**config.mk**
```make
export PLATFORM = sky130hd
export DESIGN_NAME = pca_channel_alarm
export DESIGN_NICKNAME = d
export VERILOG_FILES = /design/src/hdl/pca_pkg.sv /design/src/hdl/pca_channel_alarm.sv
export SDC_FILE = /design/constraint.sdc
export NUM_CORES = 1
export LEC_CHECK = 0
export BUFFER_PORTS_ARGS = -buffer_cell sky130_fd_sc_hd__buf_4
export CORE_AREA = 2 2 232 234
export DETAILED_ROUTE_END_ITERATION = 16
export DIE_AREA = 0 0 234 236
export HOLD_SLACK_MARGIN = 0.08
export PLACE_DENSITY = 0.56
export SLEW_MARGIN = 20
export SYNTH_ARGS = -nofsm -noshare
export SYNTH_HDL_FRONTEND = slang
export SYNTH_SLANG_ARGS = --single-unit
```
**constraint.sdc**
```tcl
create_clock -name sys_clk_i -period 3.87 [get_ports sys_clk_i]
set_input_delay 0.5805 -clock sys_clk_i [delete_from_list [all_inputs] [get_ports sys_clk_i]]
set_output_delay 0.5805 -clock sys_clk_i [all_outputs]
set_load 0.02 [all_outputs]
```
**src/hdl/pca_pkg.sv**
```systemverilog
// ==========================================================================
// shared constants for the protection channel alarm logic
package pca_pkg;

    // ======================================================================
    // sizes
    localparam int NUM_CMP   = 8;              // comparator outputs per channel
    localparam int RTD_IN    = 4;              // temperature inputs per group
    localparam int CNT_W     = 25;             // persistence counter width
    localparam int MIN_GOOD  = 2;              // fewest good inputs allowed
    localparam int MAX_BAD   = 2;              // bad inputs that raise alarm

    // ======================================================================
    // comparator kinds, one bit per comparator
    localparam logic [NUM_CMP-1:0] DE_TRIP_MASK    = 8'h3f; // deenergize to trip
    localparam logic [NUM_CMP-1:0] MANUAL_MASK     = 8'h3f; // manual trip fitted
    localparam logic [NUM_CMP-1:0] ALARM_ONLY_MASK = 8'h20; // alarm-only outputs
    localparam logic [NUM_CMP-1:0] INTERLOCK_MASK  = 8'h1c; // control interlocks
    localparam logic [NUM_CMP-1:0] SPRAY_MASK      = 8'h40; // spray hi-hi pressure
    localparam logic [NUM_CMP-1:0] PERMISSIVE_MASK = 8'h80; // impulse pressure hi

    // ======================================================================
    // layout of the synchronised pin vector
    localparam int SY_MAN  = 0;
    localparam int SY_HOLD = NUM_CMP;
    localparam int SY_IND  = 2 * NUM_CMP;
    localparam int SY_FBL  = 3 * NUM_CMP;
    localparam int SY_FBC  = 4 * NUM_CMP;
    localparam int SY_OOS  = 5 * NUM_CMP;
    localparam int SY_DELTA_AVG_TEMP_CHANNEL = 5 * NUM_CMP + 1;
    localparam int SY_CPS  = 5 * NUM_CMP + 2;   // two bits
    localparam int SY_NPS  = 5 * NUM_CMP + 4;   // two bits
    localparam int PIN_W   = 5 * NUM_CMP + 6;

    // ======================================================================
    // timing
    localparam int CLK_HZ          = 25_000_000;
    localparam int PERSIST_TIME_MS = 1000;
    localparam int OOS_CONFIRM_MS  = 100;
    localparam int PERSIST_CYC     = (CLK_HZ / 1000) * PERSIST_TIME_MS;
    localparam int OOS_CONFIRM_CYC = (CLK_HZ / 1000) * OOS_CONFIRM_MS;

    // ======================================================================
    // out-of-service confirmation states, gray along the path
    typedef enum logic [1:0] {
        PCA_OOS_IDLE    = 2'h0,
        PCA_OOS_CONFIRM = 2'h1,
        PCA_OOS_EST     = 2'h3
    } pca_oos_t;

endpackage

```
**src/hdl/pca_channel_alarm.sv**
```systemverilog
`timescale 1ns/100ps
`default_nettype none

module pca_channel_alarm #(
    parameter int PERSIST_CYCLES = pca_pkg::PERSIST_CYC,
    parameter int OOS_CYCLES     = pca_pkg::OOS_CONFIRM_CYC
) (
    input  wire logic                        sys_clk_i,
    input  wire logic                        reset_n_i,
    input  wire logic                        ce_i,
    input  wire logic [pca_pkg::NUM_CMP-1:0] cmp_demand_i,
    input  wire logic [pca_pkg::NUM_CMP-1:0] manual_trip_i,
    input  wire logic [pca_pkg::NUM_CMP-1:0] bypass_hold_i,
    input  wire logic [pca_pkg::NUM_CMP-1:0] bypass_ind_i,
    input  wire logic [pca_pkg::NUM_CMP-1:0] fb_level_i,
    input  wire logic [pca_pkg::NUM_CMP-1:0] fb_current_i,
    input  wire logic                        out_of_service_i,
    input  wire logic                        delta_avg_temp_channel_oos_i,
    input  wire logic [1:0]                  crit_supply_ok_i,
    input  wire logic [1:0]                  noncrit_supply_ok_i,
    input  wire logic                        crit_fail_i,
    input  wire logic                        minor_fail_i,
    input  wire logic                        deviation_check_group_dev_i,
    input  wire logic [pca_pkg::RTD_IN-1:0]  deviation_check_group_bad_i,
    input  wire logic [pca_pkg::RTD_IN-1:0]  good_input_group_a_i,
    input  wire logic [pca_pkg::RTD_IN-1:0]  good_input_group_b_i,
    output logic      [pca_pkg::NUM_CMP-1:0] trip_drive_o,
    output logic      [pca_pkg::NUM_CMP-1:0] cmp_status_o,
    output logic      [pca_pkg::NUM_CMP-1:0] fb_fault_o,
    output logic                             failure_alarm_n_o,
    output logic                             trouble_alarm_n_o,
    output logic                             bypass_alarm_o,
    output logic                             inoperable_o,
    output logic                             rtd_alarm_o,
    output logic                             maint_enable_o,
    output logic                             oos_alarm_o
);
    import pca_pkg::*;

    // ======================================================================
    // overview of the data path
    //
    // pin-side inputs (manual trip, bypass contacts, feedback,
    // out-of-service contacts, supply monitors) pass the two-flop
    // synchroniser in sync1 and sync2 before anything reads them.
    // comparator demands and health flags come from logic on this
    // clock and are read directly.
    //
    // the trip drive is registered once: a demand reaches the
    // voting logic one edge later, a pin three edges later.
    //
    // feedback is compared with the command delayed two edges,
    // matching the synchroniser lag, so a healthy loop never
    // shows a fault while it switches.
    //
    // persistence counters saturate at the limit instead of
    // wrapping, so a mismatch lasting hours keeps its alarm.
    //
    // clock enable low freezes every flop, counters included, so
    // the one-second checks count enabled cycles, not wall time.
    //
    // alarms:
    //   failure - demand not met for the limit, critical fault,
    //             both critical supplies lost; low means alarm
    //   trouble - trip without demand for the limit, feedback
    //             fault, minor fault, one critical or any
    //             non-critical supply lost; low means alarm
    //   bypass  - bypass indication contact closed on the spray or permissive output
    //   rtd     - temperature input checks, masked while the
    //             delta/avg channel is out of service
    //   oos     - out-of-service contact held through the
    //             confirm window

    // ======================================================================
    // state
    // all state is one packed struct: next_r is filled by the
    // combinational block and r registers it, so every flop
    // shares one reset and one enable
    typedef struct packed {
        logic [PIN_W-1:0]                sync1;
        logic [PIN_W-1:0]                sync2;
        logic [NUM_CMP-1:0][CNT_W-1:0]   fail_cnt;
        logic [NUM_CMP-1:0][CNT_W-1:0]   spur_cnt;
        logic [CNT_W-1:0]                oos_cnt;
        pca_oos_t                        oos_state;
        logic [NUM_CMP-1:0]              drive;
        logic [NUM_CMP-1:0]              drive_d1;
        logic [NUM_CMP-1:0]              drive_d2;
        logic [NUM_CMP-1:0]              status;
        logic [NUM_CMP-1:0]              fb_fault;
        logic                            failure_n;
        logic                            trouble_n;
        logic                            bypass_alarm;
        logic                            inoperable;
        logic                            rtd_alarm;
        logic                            maint_en;
        logic                            oos_alarm;
    } pca_state_t;


    // ======================================================================
    // derived constants
    // the counter width must hold the largest limit; a smaller
    // limit in simulation only shortens the runs
    localparam logic [CNT_W-1:0] PERSIST_LIM = CNT_W'(PERSIST_CYCLES);
    localparam logic [CNT_W-1:0] OOS_LIM     = CNT_W'(OOS_CYCLES);
    localparam logic [NUM_CMP-1:0] EXCLUDED  = ALARM_ONLY_MASK | INTERLOCK_MASK;
    localparam logic [NUM_CMP-1:0] BYPASSABLE = SPRAY_MASK | PERMISSIVE_MASK;
    localparam logic [CNT_W-1:0] CNT_ONE     = CNT_W'(1);
    localparam logic [2:0]       GOOD_MIN    = 3'(MIN_GOOD);
    localparam logic [2:0]       BAD_MAX     = 3'(MAX_BAD);

    pca_state_t r;
    pca_state_t next_r;

    // ======================================================================
    // helpers
    // population count for the temperature groups; four inputs
    // are few enough for a plain loop
    function automatic logic [2:0] count_ones(input logic [RTD_IN-1:0] v);
        logic [2:0] n;
        n = 3'h0;
        for (int k = 0; k < RTD_IN; k++) begin
            n = n + {2'h0, v[k]};
        end
        return n;
    endfunction


    // ======================================================================
    // pin vector
    // packed in the order of the package offsets; changing one
    // without the other reads the wrong contact
    logic [PIN_W-1:0] pins;
    assign pins = {noncrit_supply_ok_i, crit_supply_ok_i,
                   delta_avg_temp_channel_oos_i, out_of_service_i,
                   fb_current_i, fb_level_i, bypass_ind_i,
                   bypass_hold_i, manual_trip_i};

    // ======================================================================
    // next-state logic
    always_comb begin
        logic hold;
        logic want;
        logic trip_cmd;
        logic fbl;
        logic fbc;
        logic tripped;
        logic fail_cond;
        logic spur_cond;
        logic fail_any;
        logic spur_any;
        logic fb_any;
        logic byp_any;
        logic rtd_cond;
        logic oos_in;
        hold      = 1'b0;
        want      = 1'b0;
        trip_cmd  = 1'b0;
        fbl       = 1'b0;
        fbc       = 1'b0;
        tripped   = 1'b0;
        fail_cond = 1'b0;
        spur_cond = 1'b0;
        fail_any  = 1'b0;
        spur_any  = 1'b0;
        fb_any    = 1'b0;
        byp_any   = 1'b0;
        rtd_cond  = 1'b0;
        oos_in    = 1'b0;
        next_r    = r;

        // pins cross in through two flops; only sync2 is read below
        next_r.sync1 = pins;
        next_r.sync2 = r.sync1;

        // delayed command lines up with the feedback's two-flop lag
        next_r.drive_d1 = r.drive;
        next_r.drive_d2 = r.drive_d1;

        // per comparator: hold, demand, drive, status, fault, counts.
        // hold is forced low off the spray and permissive outputs,
        // so a stray contact cannot mask a real trip
        for (int i = 0; i < NUM_CMP; i++) begin
            hold = BYPASSABLE[i] & r.sync2[SY_HOLD + i];
            want = cmp_demand_i[i] | (MANUAL_MASK[i] & r.sync2[SY_MAN + i]);
            // bypass wins over a trip: the hold contact is physical anyway
            trip_cmd = want & ~hold;
            next_r.drive[i] = DE_TRIP_MASK[i] ? ~trip_cmd : trip_cmd;

            // sensed state beyond the manual switch
            fbl = r.sync2[SY_FBL + i];
            fbc = r.sync2[SY_FBC + i];
            tripped = DE_TRIP_MASK[i] ? ~fbl : fbl;
            next_r.status[i] = tripped;

            // open and short only mean something on energize-to-trip
            // outputs; the others read back through status alone
            // open: on but no current; short: off but current; or level mismatch
            next_r.fb_fault[i] = ~DE_TRIP_MASK[i] &
                                 ((r.drive_d2[i] & ~fbc) |
                                  (~r.drive_d2[i] & fbc) |
                                  (r.drive_d2[i] ^ fbl));
            fb_any = fb_any | r.fb_fault[i];

            // persistence; bypassed and excluded comparators never count
            fail_cond = ~EXCLUDED[i] & ~hold & want & ~tripped;
            spur_cond = ~EXCLUDED[i] & ~hold & tripped & ~want;
            if (!fail_cond) begin
                next_r.fail_cnt[i] = '0;
            end else if (r.fail_cnt[i] != PERSIST_LIM) begin
                next_r.fail_cnt[i] = r.fail_cnt[i] + CNT_ONE;
            end
            if (!spur_cond) begin
                next_r.spur_cnt[i] = '0;
            end else if (r.spur_cnt[i] != PERSIST_LIM) begin
                next_r.spur_cnt[i] = r.spur_cnt[i] + CNT_ONE;
            end
            fail_any = fail_any | (r.fail_cnt[i] == PERSIST_LIM);
            spur_any = spur_any | (r.spur_cnt[i] == PERSIST_LIM);

            byp_any = byp_any | (BYPASSABLE[i] & r.sync2[SY_IND + i]);
        end


        // both critical supplies gone is a failure, one gone is
        // trouble; the non-critical pair only raises trouble.
        // these two rest high so a broken wire reads as alarm
        // set-level annunciator drives, low means alarm for these two
        next_r.failure_n = ~(fail_any | crit_fail_i |
                             (r.sync2[SY_CPS +: 2] == 2'h0));
        next_r.trouble_n = ~(spur_any | fb_any | minor_fail_i |
                             (r.sync2[SY_CPS] ^ r.sync2[SY_CPS + 1]) |
                             (r.sync2[SY_NPS +: 2] != 2'h3));
        next_r.bypass_alarm = byp_any;
        // out of service does not count: the trip outputs keep working
        next_r.inoperable   = byp_any;

        // good groups alarm below two good inputs each; the
        // deviation group alarms on a deviation or two bad inputs
        // temperature sensor failure, masked while that channel is out
        rtd_cond = deviation_check_group_dev_i |
                   (count_ones(deviation_check_group_bad_i) >= BAD_MAX) |
                   (count_ones(good_input_group_a_i) < GOOD_MIN) |
                   (count_ones(good_input_group_b_i) < GOOD_MIN);
        next_r.rtd_alarm = rtd_cond & ~r.sync2[SY_DELTA_AVG_TEMP_CHANNEL];


        // the confirm window rejects bounce and brief handling of
        // the switch; the alarm drops at once when it opens
        // out of service: maintenance follows the contact at once, but
        // the reflash alarm waits until the contact has held steady
        oos_in = r.sync2[SY_OOS];
        next_r.maint_en = oos_in;
        case (r.oos_state)
            PCA_OOS_IDLE: begin
                next_r.oos_cnt = '0;
                if (oos_in) begin
                    next_r.oos_state = PCA_OOS_CONFIRM;
                end
            end
            PCA_OOS_CONFIRM: begin
                if (!oos_in) begin
                    next_r.oos_state = PCA_OOS_IDLE;
                end else if (r.oos_cnt == OOS_LIM) begin
                    next_r.oos_state = PCA_OOS_EST;
                end else begin
                    next_r.oos_cnt = r.oos_cnt + CNT_ONE;
                end
            end
            PCA_OOS_EST: begin
                if (!oos_in) begin
                    next_r.oos_state = PCA_OOS_IDLE;
                end
            end
            default: begin
                next_r.oos_state = PCA_OOS_IDLE;
            end
        endcase
        // trip outputs are untouched by oos, so the set stays operable
        next_r.oos_alarm = (next_r.oos_state == PCA_OOS_EST);
    end

    // ======================================================================
    // state register; reset leaves outputs non-tripped and alarms clear
    // limitation: reset drops any trip at once; trips come back
    // within three edges of release, once the synchronisers refill
    always_ff @(posedge sys_clk_i or negedge reset_n_i) begin
        if (!reset_n_i) begin
            r           <= '0;
            r.oos_state <= PCA_OOS_IDLE;
            r.drive     <= DE_TRIP_MASK;
            r.drive_d1  <= DE_TRIP_MASK;
            r.drive_d2  <= DE_TRIP_MASK;
            r.failure_n <= 1'b1;
            r.trouble_n <= 1'b1;
        end else if (ce_i) begin
            r <= next_r;
        end
    end

    // ======================================================================
    // outputs straight from flops
    // no logic between flop and pin, so nothing glitches toward
    // the voting logic or the annunciator
    assign trip_drive_o      = r.drive;
    assign cmp_status_o      = r.status;
    assign fb_fault_o        = r.fb_fault;
    assign failure_alarm_n_o = r.failure_n;
    assign trouble_alarm_n_o = r.trouble_n;
    assign bypass_alarm_o    = r.bypass_alarm;
    assign inoperable_o      = r.inoperable;
    assign rtd_alarm_o       = r.rtd_alarm;
    assign maint_enable_o    = r.maint_en;
    assign oos_alarm_o       = r.oos_alarm;

endmodule

`default_nettype wire

```
==> impl_results.md <==
- Status: complete, no violations
- First-pass GRT wire length: 58,300 um
- Gpl congestion: 0.814
- Switching pwr: 1.88 mW
- Die width: 234 um
- Root buf cell: clkbuf_16
- Initial Utilization: 29.6%
- Clk_lat worst skew: 0.53 ns
- Combinational share of power: 9.0%
- Worst Hold Depth: 2
- DP HPWL: 23,600 um
- Slew @ Worst Pin: about 0.90 ns
- Pre-antenna DRT Iters: 7
- Synth-to-Final Area Change: 15.7%
- Clock H-tree levels: 2
- Total Routing Usage GR: 12.5%
- Crit path DAT: 2.93 ns
- Syn. warnings: 0
- Setup Fix Bufs, Post-CTS: 0
- Crit path max fanout: 7
- Cell Pwr Density: 414 nW/um2
- Flop-to-flop setup slack: 1.40 ns
- Top cell type by total area after synthesis: dfrtp_1
- Die H: 236 um
- Synth area leaders: dfrtp_1 48%, xor2_1 5.2%, nor2_1 5.0%, mux2_2 4.2%, xnor2_1 3.1%
- Predominant post-synthesis flop cell: dfrtp_1
- DRT antenna net count: 0
- Internal power: approximately 5.6 mW
- Post-synth cell types: between 60 and 70
- # Max-Cap Violations: 0
- Seq cells post-synth: 307
- WP data required: between 4 and 5 ns
- Initial DRC count: 805
- Setup violations, final: 0
- Clock transition at path regs: 0.06 ns
- Register share of total power: between 40 and 50%
- Final Hold Fails: 0
- TritonCTS clock tree: built
- Fin nets: 1,767
- Ys async rst share: 100%
- Peak VDD IR: 304 uV
- Crit share post-route: 63.9%
- Via/cell ratio: 4.98
- Commonest cells in the netlist: 299 x dfrtp_1, 211 x nor2_1, 117 x nand2_1, 93 x xor2_1, 78 x nand3_1
- FF-to-FF End: failure_alarm_n_o
- Average cell area after synthesis: 9.73 um2
- Cts bufs inserted: 35
- Maximum buffer depth of the clock tree: 3
- Initial antenna violation count: 1
- Share of the synthesized area in the top cell type: 47.7%
- Post-Syn Area: between 15,000 and 20,000 um2
- Buffers on Ports: between 70 and 80
- Vias in the first global route: about 11,000
- Worst Setup Start Kind: flip-flop
- Worst R2R Path Depth: 4
- CP endpoint kind: flip-flop
- HP Class: in -> reg
- FILL cells: between 5,000 and 6,000
- P_leak: about 7.6 nW
- Count leader, synth: dfrtp_1
- # IOs: ~100
- Seq/Total Area, Yosys: 49.0%
- Post-layout util: 34.2%
- # diodes: 0
- Mapped Cells: 1,613
- Slew headroom: 39.2%
- Sw Share: 25.1%
- Residual DRC: 0
- Worst Setup Path Type: reg -> reg
- Worst Hold Launch: cmp_demand_i[5]
- Row cnt: 85
- Post_cts resized: 0
- Core area: 53,100 um2
- Share of layout cells above drive strength 1: 14.1%
- R2R Path Start: r[289]
- RSZ-0062 raised after global routing: no
- EDFF count, synth: 0
- Largest net degree at the start of global routing: 83
- Setup TNS: 0 ns
- Aggregate routed wire length: 34,400 um
- GRT Residual Overflow: 0
- DR WL/cell: approximately 14 um
- Hold EP: trip_drive_o[5]
- Vias: 11,900
- Sink Count: roughly 310
- Clock network fraction of design power: 44.6%
- Max Slew Vio Count: 0
- Die area: between 50,000 and 60,000 um2
- Tmin final: 2.47 ns
- Setup Skew: 0.0238 ns
- Fmax: 405 MHz
-- routing by layer --
| metal | vias to the layer above | GRT usage [%] | share of wire [%] |
|---|---|---|---|
| met3 | 51 | 2.20 | 3.9 |
| met5 | - | 0 | 0.041 |
| met1 | 5911 | 17.2 | 47 |
| li1 | 5808 | - | - |
| met4 | 2 | 4.12 | 2.2 |
| met2 | 170 | 20.0 | 47 |
-- cell type report --
class / instances / area, um2 / area share [%]
well taps: 696 / 871 / 4.80
inverters: 52 / 195 / 1.07
flip-flops and latches: 307 / 7690 / 42.4
clock buffers: 51 / 1030 / 5.66
multi-input cells: 1175 / 7420 / 40.9
clock inverters: 13 / 144 / 0.792
repair buffers: 102 / 805 / 4.43
-- how the worst max path moves through the flow --
stage	startpoint	to	cells past startpoint
floorplan	ce_i	r[440]	8
global placement	ce_i	r[246]	6
detailed placement	ce_i	r[71]	6
CTS	r[289]	failure_alarm_n_o	4
global route	r[259]	r[261]	5
finish	r[289]	failure_alarm_n_o	4
-- power groups by stage --
stage	Clock, mW	Combinational [mW]	Sequential, mW
2_1_floorplan	0	0.440	3.51
3_3_place_gp	0	0.676	3.55
3_5_place_dp	0	0.689	3.55
4_1_cts	3.46	0.692	3.49
5_1_grt	3.59	0.757	3.51
6_report	3.35	0.675	3.49
-- cells in the final DEF, fill, tap and decap left out, drive strengths merged, types with 5 or more instances in the layout --
cell type and instances:
dfrtp 299, nor2 211, nand2 117, buf 101, xor2 93, o21ai 81
nand3 78, nand4 71, mux2 59, xnor2 55, inv 53, clkbuf 51
and3 43, nor3 41, a21oi 37, nor4 37, or3 34, or4 23
ha 19, o211ai 17, o31ai 15, and4 14, a22o 12, and2 12
nor4bb 11, nor4b 10, clkinv 9, dfstp 8, nor3b 7, nor2b 7
nand2b 6, conb 6, a21o 5, o2111ai 5
-- state kept, by name (all words and copies together), names as in the netlist --
name and cells:
bypass_alarm_o 1, cmp_status_o 8, failure_alarm_n_o 1, fb_fault_o 2, maint_enable_o 1, next_r 31
oos_alarm_o 1, r 252, rtd_alarm_o 1, trip_drive_o 8, trouble_alarm_n_o 1
-- worst max-delay path: stages (launching register included) --
cell     delay (ns)
dfrtp_1        0.42
or4_1          0.56
or4_1          0.69
o41a_1         0.50
a31o_1         0.23
-- kinds of logic after synthesis --
group	share of synthesized area, %
AO/OA/AOI/OAI	7.81
XOR/XNOR	8.26
adder cells (fa/ha/maj)	1.90
buffers and inverters	3.88
flip-flops	49.0
multiplexers	4.49
other	0.0239
AND/OR/NAND/NOR	24.6
-- stage by stage --
| stage | total power, mW | setup slack, ns | std cells | cell area (um2) | hold slack, ns |
|---|---|---|---|---|---|
| floorplan | 3.95 | 1.55 | 1618 | 15700 | 0.285 |
| global placement | 4.22 | 1.31 | 2331 | 17000 | 0.401 |
| detailed placement | 4.24 | 1.29 | 2331 | 17000 | 0.405 |
| CTS | 7.65 | 1.42 | 2396 | 18100 | 0.152 |
| global route | 7.87 | 1.32 | 2396 | 18200 | 0.153 |
| finish | 7.52 | 1.40 | 2396 | 18200 | 0.184 |
-- timing repair --
| action | CTS | global route |
|---|---|---|
| setup endpoints to repair | 0 | 0 |
| hold buffers | 1 | 0 |
| endpoints found under the hold margin | 56 | 0 |
(Power assumes the default switching activity.)
